$ cat src/rtl/trcd_pkg.sv
// constants and types shared by the timing receiver command decoder
package trcd_pkg;

  // identity and frame field widths
  localparam int ID_W   = 14;
  localparam int BYTE_W = 8;
  localparam int QUAL_W = 4;
  localparam int PIN_W  = 16;

  // internal sub-addresses of addressed commands
  localparam logic [7:0] SUB_FINE_ONE  = 8'h00;
  localparam logic [7:0] SUB_FINE_TWO  = 8'h01;
  localparam logic [7:0] SUB_COARSE    = 8'h02;
  localparam logic [7:0] SUB_CONTROL   = 8'h03;
  localparam logic [7:0] SUB_ERR_DUMP  = 8'h04;
  localparam logic [7:0] SUB_CFG_DUMP  = 8'h05;
  localparam logic [7:0] SUB_RESET     = 8'h06;

  // generic address accepted by every receiver
  localparam logic [ID_W-1:0] ID_GENERIC = 14'h0000;

  // register reset values
  localparam logic [7:0] FINE_ONE_RST = 8'h00;
  localparam logic [7:0] FINE_TWO_RST = 8'h00;
  localparam logic [7:0] COARSE_RST   = 8'h00;
  localparam logic [7:0] CONTROL_RST  = 8'h00;

  // field positions
  localparam int CTRL_CLK_SEL_BIT = 2;
  localparam int COARSE_LOW_LSB   = 0;
  localparam int COARSE_USER_LSB  = 4;
  localparam int DLY_W            = 4;
  localparam int BC_BUNCH_BIT     = 0;
  localparam int BC_EVENT_BIT     = 1;
  localparam int BC_SYS_LSB       = 2;
  localparam int BC_SYS_W         = 4;
  localparam int BC_USER_LSB      = 6;
  localparam int BC_USER_W        = 2;
  localparam int ID_HIGH_LSB      = 8;

  // data qualifier codes
  localparam logic [QUAL_W-1:0] QUAL_NONE      = 4'h0;
  localparam logic [QUAL_W-1:0] QUAL_ERR_FIRST = 4'h1;
  localparam logic [QUAL_W-1:0] QUAL_CFG_FIRST = 4'h5;
  localparam logic [2:0]        ERR_LAST_IDX   = 3'h3;
  localparam logic [2:0]        CFG_LAST_IDX   = 3'h5;

  // dump sequencer modes
  typedef enum logic [1:0] {
    DMP_IDLE = 2'b00,
    DMP_ERR  = 2'b01,
    DMP_CFG  = 2'b10
  } trcd_dump_t;

endpackage

$ cat src/rtl/trcd_dly_if.sv
// carrier between the decoder and one coarse delay line
`timescale 1ns/1ps
`default_nettype none
interface trcd_dly_if #(
  parameter int W  = 1,
  parameter int DW = 4
);
  logic [W-1:0]  din;
  logic [DW-1:0] delay;
  logic [W-1:0]  dout;

  modport src (output din, output delay, input dout);
  modport dly (input din, input delay, output dout);
endinterface
`default_nettype wire

$ cat src/rtl/trcd_delay_line.sv
// programmable coarse delay line, one tap per clock step
`timescale 1ns/1ps
`default_nettype none
module trcd_delay_line #(
  parameter int W     = 1,
  parameter int DW    = 4,
  parameter int DEPTH = 16
) (
  // clock and reset
  input  wire logic clk_sys_in,
  input  wire logic rstn_in,
  // delay port
  trcd_dly_if.dly   dl
);
  import trcd_pkg::*;

  if (DEPTH != (1 << DW)) begin : g_chk
    $error("delay depth must equal two to the delay width");
  end

  typedef struct packed {
    logic [DEPTH-1:0][W-1:0] stage;
  } trcd_dly_state_t;

  trcd_dly_state_t st_ff;
  trcd_dly_state_t nxt_st;

  always_comb begin
    nxt_st = st_ff;
    nxt_st.stage[0] = dl.din;
    for (int i = 1; i < DEPTH; i++) begin
      nxt_st.stage[i] = st_ff.stage[i-1];
    end
  end

  always_ff @(posedge clk_sys_in or negedge rstn_in) begin
    if (!rstn_in) begin
      st_ff <= '0;
    end else begin
      st_ff <= nxt_st;
    end
  end

  // tap selected by the programmed step count
  assign dl.dout = st_ff.stage[dl.delay];
endmodule
`default_nettype wire

$ cat src/rtl/trcd_decoder.sv
// timing receiver command decoder: addressed and broadcast frames
`timescale 1ns/1ps
`default_nettype none
//////////////////////////////////////////////////////////////////////////////
module trcd_decoder (
  // clock and reset
  input  wire logic                        clk_sys_in,
  input  wire logic                        rstn_in,
  // identity source, sampled once after reset release
  input  wire logic                        id_from_prom_in,
  input  wire logic [trcd_pkg::ID_W-1:0]   id_prom_in,
  input  wire logic [trcd_pkg::PIN_W-1:0]  id_pins_in,
  // addressed command frame, checked upstream
  input  wire logic                        addr_frame_valid_in,
  input  wire logic [trcd_pkg::ID_W-1:0]   addr_frame_id_in,
  input  wire logic                        addr_frame_ext_in,
  input  wire logic [trcd_pkg::BYTE_W-1:0] addr_frame_sub_in,
  input  wire logic [trcd_pkg::BYTE_W-1:0] addr_frame_data_in,
  // broadcast frame
  input  wire logic                        bcast_valid_in,
  input  wire logic [trcd_pkg::BYTE_W-1:0] bcast_data_in,
  // error counters for the dump
  input  wire logic [15:0]                 single_err_count_in,
  input  wire logic [7:0]                  double_err_count_in,
  input  wire logic [7:0]                  upset_err_count_in,
  // external output buses, shared with identity pins
  output logic                             ext_bus_oe_out,
  output logic [trcd_pkg::BYTE_W-1:0]      ext_subaddress_field_out,
  output logic [trcd_pkg::BYTE_W-1:0]      ext_data_out,
  output logic [trcd_pkg::QUAL_W-1:0]      ext_qual_out,
  output logic                             ext_data_strobe_out,
  // internal registers and commands
  output logic [trcd_pkg::BYTE_W-1:0]      fine_delay_one_out,
  output logic [trcd_pkg::BYTE_W-1:0]      fine_delay_two_out,
  output logic [trcd_pkg::BYTE_W-1:0]      coarse_delay_out,
  output logic [trcd_pkg::BYTE_W-1:0]      control_out,
  output logic                             user_clock_select_out,
  output logic                             reset_request_out,
  output logic                             bunch_count_clear_out,
  output logic                             event_count_clear_out,
  // broadcast outputs
  output logic                             bunch_clear_strobe_out,
  output logic                             event_clear_strobe_out,
  output logic [7:2]                       broadcast_out,
  output logic                             broadcast_strobe_low_out,
  output logic                             broadcast_strobe_user_out
);
  import trcd_pkg::*;

  ////////////////////////////////////////////////////////////////////////////
  // state

  typedef struct packed {
    logic                  id_loaded;
    logic [ID_W-1:0]       id;
    logic [BYTE_W-1:0]     fine_one;
    logic [BYTE_W-1:0]     fine_two;
    logic [BYTE_W-1:0]     coarse;
    logic [BYTE_W-1:0]     control;
    trcd_dump_t            dump;
    logic [2:0]            idx;
    logic [BYTE_W-1:0]     sub;
    logic [BYTE_W-1:0]     dat;
    logic [QUAL_W-1:0]     qual;
    logic                  stb;
    logic                  rst_req;
    logic                  bunch_clr;
    logic                  event_clr;
    logic                  bclr_stb;
    logic                  eclr_stb;
    logic                  lo_stb;
    logic                  usr_stb;
    logic [BC_SYS_W-1:0]   sys;
    logic [BC_USER_W-1:0]  usr;
  } trcd_state_t;

  trcd_state_t st_ff;
  trcd_state_t nxt_st;

  // byte and qualifier carried by a dump step
  function automatic logic [BYTE_W+QUAL_W-1:0] dump_word(
    input trcd_dump_t  mode,
    input logic [2:0]  idx,
    input trcd_state_t s
  );
    logic [BYTE_W-1:0] b;
    logic [QUAL_W-1:0] q;
    b = '0;
    q = QUAL_NONE;
    if (mode == DMP_ERR) begin
      q = QUAL_ERR_FIRST + QUAL_W'(idx);
      unique case (idx)
        3'h0:    b = single_err_count_in[7:0];
        3'h1:    b = single_err_count_in[15:8];
        3'h2:    b = double_err_count_in;
        default: b = upset_err_count_in;
      endcase
    end else begin
      q = QUAL_CFG_FIRST + QUAL_W'(idx);
      unique case (idx)
        3'h0:    b = s.fine_one;
        3'h1:    b = s.fine_two;
        3'h2:    b = s.coarse;
        3'h3:    b = s.control;
        3'h4:    b = s.id[7:0];
        default: b = BYTE_W'(s.id[ID_W-1:ID_HIGH_LSB]);
      endcase
    end
    return {q, b};
  endfunction

  ////////////////////////////////////////////////////////////////////////////
  // coarse delay lines

  trcd_dly_if #(.W(BC_USER_LSB + 1), .DW(DLY_W)) low_dl ();
  trcd_dly_if #(.W(BC_USER_W + 1),   .DW(DLY_W)) usr_dl ();

  assign low_dl.din   = {bcast_valid_in, bcast_data_in[BC_USER_LSB-1:0]};
  assign low_dl.delay = st_ff.coarse[COARSE_LOW_LSB +: DLY_W];
  assign usr_dl.din   = {bcast_valid_in,
                         bcast_data_in[BC_USER_LSB +: BC_USER_W]};
  assign usr_dl.delay = st_ff.coarse[COARSE_USER_LSB +: DLY_W];

  trcd_delay_line #(.W(BC_USER_LSB + 1), .DW(DLY_W), .DEPTH(1 << DLY_W)) u_low (
    .clk_sys_in (clk_sys_in),
    .rstn_in    (rstn_in),
    .dl         (low_dl)
  );

  trcd_delay_line #(.W(BC_USER_W + 1), .DW(DLY_W), .DEPTH(1 << DLY_W)) u_usr (
    .clk_sys_in (clk_sys_in),
    .rstn_in    (rstn_in),
    .dl         (usr_dl)
  );

  ////////////////////////////////////////////////////////////////////////////
  // next state

  logic                      hit;
  logic [BYTE_W+QUAL_W-1:0]  dw;
  logic                      lo_v;
  logic                      us_v;

  always_comb begin
    nxt_st = st_ff;
    nxt_st.stb = 1'b0;
    nxt_st.rst_req = 1'b0;
    nxt_st.bunch_clr = 1'b0;
    nxt_st.event_clr = 1'b0;
    if (!st_ff.id_loaded) begin
      nxt_st.id_loaded = 1'b1;
      nxt_st.id = id_from_prom_in ? id_prom_in : id_pins_in[ID_W-1:0];
    end
    hit = st_ff.id_loaded && addr_frame_valid_in &&
          st_ff.dump == DMP_IDLE &&
          (addr_frame_id_in == st_ff.id ||
           addr_frame_id_in == ID_GENERIC);
    dw = dump_word(st_ff.dump, st_ff.idx, st_ff);
    unique case (st_ff.dump)
      DMP_IDLE: begin
        nxt_st.idx = '0;
      end
      DMP_ERR, DMP_CFG: begin
        nxt_st.stb  = 1'b1;
        nxt_st.qual = dw[BYTE_W +: QUAL_W];
        nxt_st.dat  = dw[BYTE_W-1:0];
        nxt_st.idx  = st_ff.idx + 3'h1;
        if ((st_ff.dump == DMP_ERR && st_ff.idx == ERR_LAST_IDX) ||
            (st_ff.dump == DMP_CFG && st_ff.idx == CFG_LAST_IDX)) begin
          nxt_st.dump = DMP_IDLE;
          nxt_st.idx  = '0;
        end
      end
      default: begin
        nxt_st.dump = DMP_IDLE;
        nxt_st.idx  = '0;
      end
    endcase
    if (hit && addr_frame_ext_in) begin
      nxt_st.sub  = addr_frame_sub_in;
      nxt_st.dat  = addr_frame_data_in;
      nxt_st.qual = QUAL_NONE;
      nxt_st.stb  = 1'b1;
    end else if (hit) begin
      unique case (addr_frame_sub_in)
        SUB_FINE_ONE: nxt_st.fine_one = addr_frame_data_in;
        SUB_FINE_TWO: nxt_st.fine_two = addr_frame_data_in;
        SUB_COARSE:   nxt_st.coarse   = addr_frame_data_in;
        SUB_CONTROL:  nxt_st.control  = addr_frame_data_in;
        SUB_ERR_DUMP: nxt_st.dump     = DMP_ERR;
        SUB_CFG_DUMP: nxt_st.dump     = DMP_CFG;
        SUB_RESET:    nxt_st.rst_req  = 1'b1;
        default:      nxt_st.dump     = st_ff.dump;
      endcase
    end
    if (bcast_valid_in) begin
      nxt_st.bunch_clr = bcast_data_in[BC_BUNCH_BIT];
      nxt_st.event_clr = bcast_data_in[BC_EVENT_BIT];
    end
    lo_v = low_dl.dout[BC_USER_LSB];
    us_v = usr_dl.dout[BC_USER_W];
    nxt_st.lo_stb  = lo_v;
    nxt_st.usr_stb = us_v;
    // field split of the broadcast byte
    nxt_st.bclr_stb = lo_v && low_dl.dout[BC_BUNCH_BIT];
    nxt_st.eclr_stb = lo_v && low_dl.dout[BC_EVENT_BIT];
    if (lo_v) begin
      nxt_st.sys = low_dl.dout[BC_SYS_LSB +: BC_SYS_W];
    end
    if (us_v) begin
      nxt_st.usr = usr_dl.dout[BC_USER_W-1:0];
    end
  end

  always_ff @(posedge clk_sys_in or negedge rstn_in) begin
    if (!rstn_in) begin
      st_ff          <= '0;
      st_ff.fine_one <= FINE_ONE_RST;
      st_ff.fine_two <= FINE_TWO_RST;
      st_ff.coarse   <= COARSE_RST;
      st_ff.control  <= CONTROL_RST;
      st_ff.dump     <= DMP_IDLE;
      st_ff.qual     <= QUAL_NONE;
    end else begin
      st_ff <= nxt_st;
    end
  end

  ////////////////////////////////////////////////////////////////////////////
  // outputs

  // pins carry identity straps until the identity is taken
  assign ext_bus_oe_out        = st_ff.id_loaded;
  assign ext_subaddress_field_out       = st_ff.sub;
  assign ext_data_out          = st_ff.dat;
  assign ext_qual_out          = st_ff.qual;
  assign ext_data_strobe_out   = st_ff.stb;
  assign fine_delay_one_out    = st_ff.fine_one;
  assign fine_delay_two_out    = st_ff.fine_two;
  assign coarse_delay_out      = st_ff.coarse;
  assign control_out           = st_ff.control;
  assign user_clock_select_out = st_ff.control[CTRL_CLK_SEL_BIT];
  assign reset_request_out     = st_ff.rst_req;
  assign bunch_count_clear_out = st_ff.bunch_clr;
  assign event_count_clear_out = st_ff.event_clr;
  assign bunch_clear_strobe_out    = st_ff.bclr_stb;
  assign event_clear_strobe_out    = st_ff.eclr_stb;
  assign broadcast_out             = {st_ff.usr, st_ff.sys};
  assign broadcast_strobe_low_out  = st_ff.lo_stb;
  assign broadcast_strobe_user_out = st_ff.usr_stb;
endmodule
`default_nettype wire

$ cat config.mk
export PLATFORM = sky130hd
export DESIGN_NAME = trcd_decoder
export DESIGN_NICKNAME = d
export VERILOG_FILES = /design/src/rtl/trcd_pkg.sv /design/src/rtl/trcd_dly_if.sv /design/src/rtl/trcd_delay_line.sv /design/src/rtl/trcd_decoder.sv
export SDC_FILE = /design/constraint.sdc
export NUM_CORES = 1
export LEC_CHECK = 0
export ABC_AREA = 1
export BUFFER_PORTS_ARGS = -buffer_cell sky130_fd_sc_hd__buf_2
export CORE_MARGIN = 4
export CORE_UTILIZATION = 45
export CTS_BUF_LIST = sky130_fd_sc_hd__clkbuf_2
export CTS_CLUSTER_SIZE = 20
export DETAILED_ROUTE_END_ITERATION = 16
export PLACE_DENSITY = 0.72
export SYNTH_ARGS = -nofsm -noshare
export SYNTH_HDL_FRONTEND = slang
export SYNTH_SLANG_ARGS = --single-unit
export TNS_END_PERCENT = 50
$ cat constraint.sdc
create_clock -name clk_sys_in -period 3.42 [get_ports clk_sys_in]
set_input_delay 0.342 -clock clk_sys_in [delete_from_list [all_inputs] [get_ports clk_sys_in]]
set_output_delay 0.342 -clock clk_sys_in [all_outputs]
set_load 0.01 [all_outputs]
After elaboration in Yosys (flattened, before gate mapping):

Cells that the tools add are included.

* add/sub/neg operators: 3
* order comparisons: 2
* equal/unequal tests: 15
* multiplexer cells: 21
* bitwise operators: 1
* reductions and logical operators: 21

Operators by type and width (number)
* case mux 8 bit (5 select lines): 1
* binary-select mux 7 bit (select 4 bit): 1
* two-way mux 13 bit: 2
* == test 8 x 3 -> 1 bit, second input constant: 3
* case mux 8 bit (3 select lines): 1
* == test 8 x 2 -> 1 bit, second input constant: 2
* == test 14 bit: 1
* logical NOT 14 bit: 1
* two-way mux 14 bit: 1
* binary-select mux 3 bit (select 4 bit): 1
* AND reduction 3 bit: 4
* less-than comparator 4 x 5 -> 1 bit, second input constant: 2
* == test 8 x 1 -> 1 bit, second input constant: 1
* logical AND 1 bit: 8
* logical NOT 8 bit: 1
* two-way mux 8 bit: 1
* two-way mux 7 bit: 1
* == test 3 x 2 -> 1 bit, second input constant: 2
* == test 3 bit, second input constant: 2
* two-way mux 2 bit: 3
* two-way mux 3 bit: 2
* case mux 2 bit (3 select lines): 1
* two-way mux 5 bit: 1
* != test 5 x 2 -> 1 bit, second input constant: 1
* 16 further kinds: 19

* flip-flop bits (word level): 246
* output and inout port bits: 68

Logic depth before layout (Yosys ltp):

* depth in word-level cells: 8
* mapped depth: 14
* depth with buffers taken out: 14

By module:

A second synthesis with hierarchy kept.

* cells, all modules: 1287
* area, all modules: 11116.9 um^2

By module, submodules not included
* trcd_decoder: instances 1, cells an instance 642, area each 5063.6 um^2, seq. area each 2152.1 um^2
* trcd_delay_line (u_low): instances 1, cells an instance 451, area each 4224.1 um^2, seq. area each 2802.7 um^2
* trcd_delay_line (u_usr): instances 1, cells an instance 194, area each 1829.3 um^2, seq. area each 1201.2 um^2

Worst setup path after synthesis:

OpenSTA, ideal clock, no wires.

* path kind: reg-to-reg
* start point: reg st_ff[34] in the netlist's numbering
* end point: reg st_ff (netlist bit ext_data_out[1])
* arrival: 1.733 ns
* data required time: 3.333 ns
* setup slack: 1.600 ns
* cell stages (with the launch flop): 9
* buffers on the path: 1
* period minus slack after synthesis: 1.820 ns
* cell sequence: dfrtp_1 > ha_1 > ha_1 > clkbuf_1 > nor3_1 > a21oi_1 > nand3_1 > nand3_1 > o211ai_1

* longest elaborated chain between the ends: 5

Ends and longest elaborated chain
* from (decl): line trcd_decoder.sv:77 `trcd_state_t st_ff;`
* from (signal assigned): line trcd_decoder.sv:225 `st_ff <= nxt_st;`
* == test 3 bit (tied with other cells): line trcd_decoder.sv:100 `unique case (idx)`
* case mux 8 bit (5 select lines) / case mux 8 bit (3 select lines) (equally long branches): line trcd_decoder.sv:100, trcd_decoder.sv:92
* two-way mux 8 bit (*): line trcd_decoder.sv:90 `if (mode == DMP_ERR) begin`
* two-way mux 13 bit (*): line trcd_decoder.sv:159 `unique case (st_ff.dump)`
* two-way mux 13 bit (*): line trcd_decoder.sv:179 `if (hit && addr_frame_ext_in) begin`

Every way passes the cells marked *; elsewhere a longest branch is shown, timed or not. The select of a mux whose other input is x is not followed.
A chain may end at the register's enable or synchronous reset.

Worst setup path after layout:

* start point: reg st_ff[34] in the netlist's numbering
* end point: reg st_ff (netlist bit ext_data_out[5])

The elaborated chain is that of the path after synthesis.

==> flow_metrics.env <==
export IMPL_status="finished clean"
export IMPL_routed_wl_um=25850
export IMPL_dp_hpwl_um=17010
export IMPL_synth_top_area_share_pct=58.07
export IMPL_whs_ps=66.87
export IMPL_async_reset_ff_share_pct=100.0
export IMPL_worst_r2r_path_depth=10
export IMPL_avgSynthCellArea_um2=9.315
export IMPL_place_area_um2=10560
export IMPL_muxShareOfSynthArea_pct=0
export IMPL_period_share_pct=81.22
export IMPL_rsz0062_at_grt="no"
export IMPL_synthesis_area_um2=9911
export IMPL_synth_edf_count=0
export IMPL_std_cell_rows=54
export IMPL_clock_path_buffers=3
export IMPL_reg2reg_slack_ps=640
export IMPL_grt_antenna_before_repair=1
export IMPL_grt_pass1_wl_um=41720
export IMPL_crit_arrival_ps=3580
export IMPL_min_period_ps=2778
export IMPL_cts_buffers=59
export IMPL_powerDensity_nw_per_um2=434.6
export IMPL_grt_pass1_vias=8297
export IMPL_critical_path_required_ps=4220
export IMPL_grt_overflow=0
export IMPL_fillerInstances=1978
export IMPL_firstDrtPassIters=5
export IMPL_synth_fa_ha_area_share_pct=1.262
export IMPL_yosysWarnings=0
export IMPL_yosysSeqAreaShare_pct=58.07
export IMPL_syn_nets=1180
export IMPL_ir_drop_v=0.0002079
export IMPL_finalHoldViolCount=0
export IMPL_gp_congestion=0.8216
export IMPL_syn_to_final_growth_pct=19.21
export IMPL_syn_inst=1064
export IMPL_cts_tree="built"
export IMPL_synth_compound_area_share_pct=14.78
export IMPL_multi_input_area_um2=3179
export IMPL_crit_path_end_kind="flip-flop"
export IMPL_fmax_ghz=0.3600
export IMPL_ys_flop_type="dfrtp_1"
export IMPL_yosys_register_bits=230
export IMPL_synthDistinctLibCells=32
export IMPL_start_util_pct=45.55
export IMPL_die_height_um=156.4
export IMPL_max_cap_violations=0
export IMPL_regToRegEndpoint="ext_data_out[5]"
export IMPL_tightest_slew_ps=731.2
export IMPL_path_class="reg2reg"
export IMPL_synth_top_family_by_area="simple AND/OR/NAND/NOR gates"
export IMPL_cp_start_kind="flip-flop"
export IMPL_post_cts_resized=0
export IMPL_grt_max_degree=96
export IMPL_final_common_cell="dfrtp_1"
export IMPL_clkTransAtPathRegs_ps=110
export IMPL_port_buffers=171
export IMPL_ant_nets=0
export IMPL_cp_max_fo=7
export IMPL_ff_latch_area_um2=5756
export IMPL_fin_worst_skew_ps=66.19
export IMPL_final_layout_size_suffix_gt1_share_pct=22.37
export IMPL_synth_xor_area_share_pct=0
export IMPL_leakage_nw=6.031
export IMPL_synth_top_cell_by_area="dfrtp_1"
export IMPL_post_cts_buffers=0
export IMPL_drtIter0Drc=563
export IMPL_track_usage_pct=21.25
export IMPL_slew_headroom_pct=51.25
export IMPL_fin_util_pct=54.31
export IMPL_dieArea_um2=24460
export IMPL_nNetsFinal=1389
export IMPL_cts_sinks=230
export IMPL_core_um2=21760
export IMPL_r2r_start="st_ff[34]"
export IMPL_finalInstanceArea_um2=11820
export IMPL_clock_latency_ps=880
export IMPL_netlist_top_cells_area="dfrtp_1, nand2_1, o21ai_0, buf_4, nor2_1"
export IMPL_setup_viol=0
export IMPL_htreeDepth=2
export IMPL_cts_hold_buffers=72
export IMPL_vias_per_cell=5.166
export IMPL_wl_per_cell_um=16.20
export IMPL_mostFrequentLayoutCells="dfrtp_1, nand2_1, buf_2, o21ai_0, nor2_1"
export IMPL_hp_class="in2async"
export IMPL_cts_root_buf="clkbuf_2"
export IMPL_synth_simple_area_share_pct=16.00
export IMPL_drv_slew=0
export IMPL_num_vias=8240
export IMPL_pin_count=174
export IMPL_setup_tns_final_ps=0
export IMPL_chipWidth_um=156.4
export IMPL_drc=0
## logic make-up after synthesis
group	count (synthesis)
AND/OR/NAND/NOR	381
AO/OA/AOI/OAI	255
flip-flops	230
buffers and inverters	187
adder cells (fa/ha/maj)	10
other	1
## area by class of cell
type,count,share of cell area (%)
diodes,1,0.02118
inverters,81,2.573
clock inverters,15,0.7942
multi-input cells,647,26.91
flip-flops and latches,230,48.71
clock buffers,87,3.685
well taps,280,2.965
repair buffers,254,14.34
## how the worst max path moves through the flow
stage,startpoint,to,cells after the start
after floorplan,st_ff[34],ext_data_out[1],8
after global placement,addr_frame_id_in[1],ext_data_out[1],13
after detailed placement,st_ff[38],ext_qual_out[3],8
after CTS,st_ff[34],ext_data_out[5],10
after global routing,st_ff[34],ext_data_out[2],10
final,st_ff[34],ext_data_out[5],10
## worst max-delay path, stage by stage, from the launching register on
cell           delay [ps]
dfrtp_1               420
inv_1                 100
ha_1                  220
nand2_1               240
inv_1                 130
nor3_1                510
nand2_1               170
nand3_1               170
nand4_1               120
nand3_1               100
dlygate4sd3_1         550
## report_power, final
part	internal (mW)	total (mW)	switching, mW
registers	2.83	2.90	0.0674
clock network	0.759	1.87	1.11
logic	0.166	0.367	0.202
total	3.76	5.14	1.38
## layer usage
metal	GRT usage (%)	share of wire [%]	up-vias
met5	0	0	-
met4	7.479	2.3	0
met3	5.697	6.7	46
met2	33.97	47	235
met1	28.19	44	4004
li1	-	-	3955
## state kept, by name, summed over array words and instances (netlist names), 2 cells and up
name                      cells
u_low.st_ff                   7
broadcast_out                 6
fine_delay_two_out            8
coarse_delay_out              8
ext_data_out                  8
st_ff                        19
u_usr.nxt_st                 30
control_out                   8
ext_subaddress_field_out      8
fine_delay_one_out            8
u_usr.st_ff                   2
ext_qual_out                  4
u_low.nxt_st                105
## synth_stat cells, types with 7 or more instances
library cell	number
a21oi_1	38
a22oi_1	14
buf_2	9
buf_4	58
clkbuf_1	32
dfrtp_1	230
ha_1	10
inv_1	74
nand2_1	210
nand3_1	46
nand4_1	13
nor2_1	96
nor3_1	7
o211ai_1	9
o21ai_0	107
o21ai_1	32
o221ai_1	15
o22ai_1	26
## metrics by stage
step	total power, mW	worst slack (ps)	std cells
2_1_floorplan	3.066	1600	1064
3_3_place_gp	3.245	1232	1420
3_5_place_dp	3.255	1185	1420
4_1_cts	5.197	721.1	1594
5_1_grt	5.403	431.6	1595
6_report	5.135	642.3	1595
(Power assumes the default switching activity.)
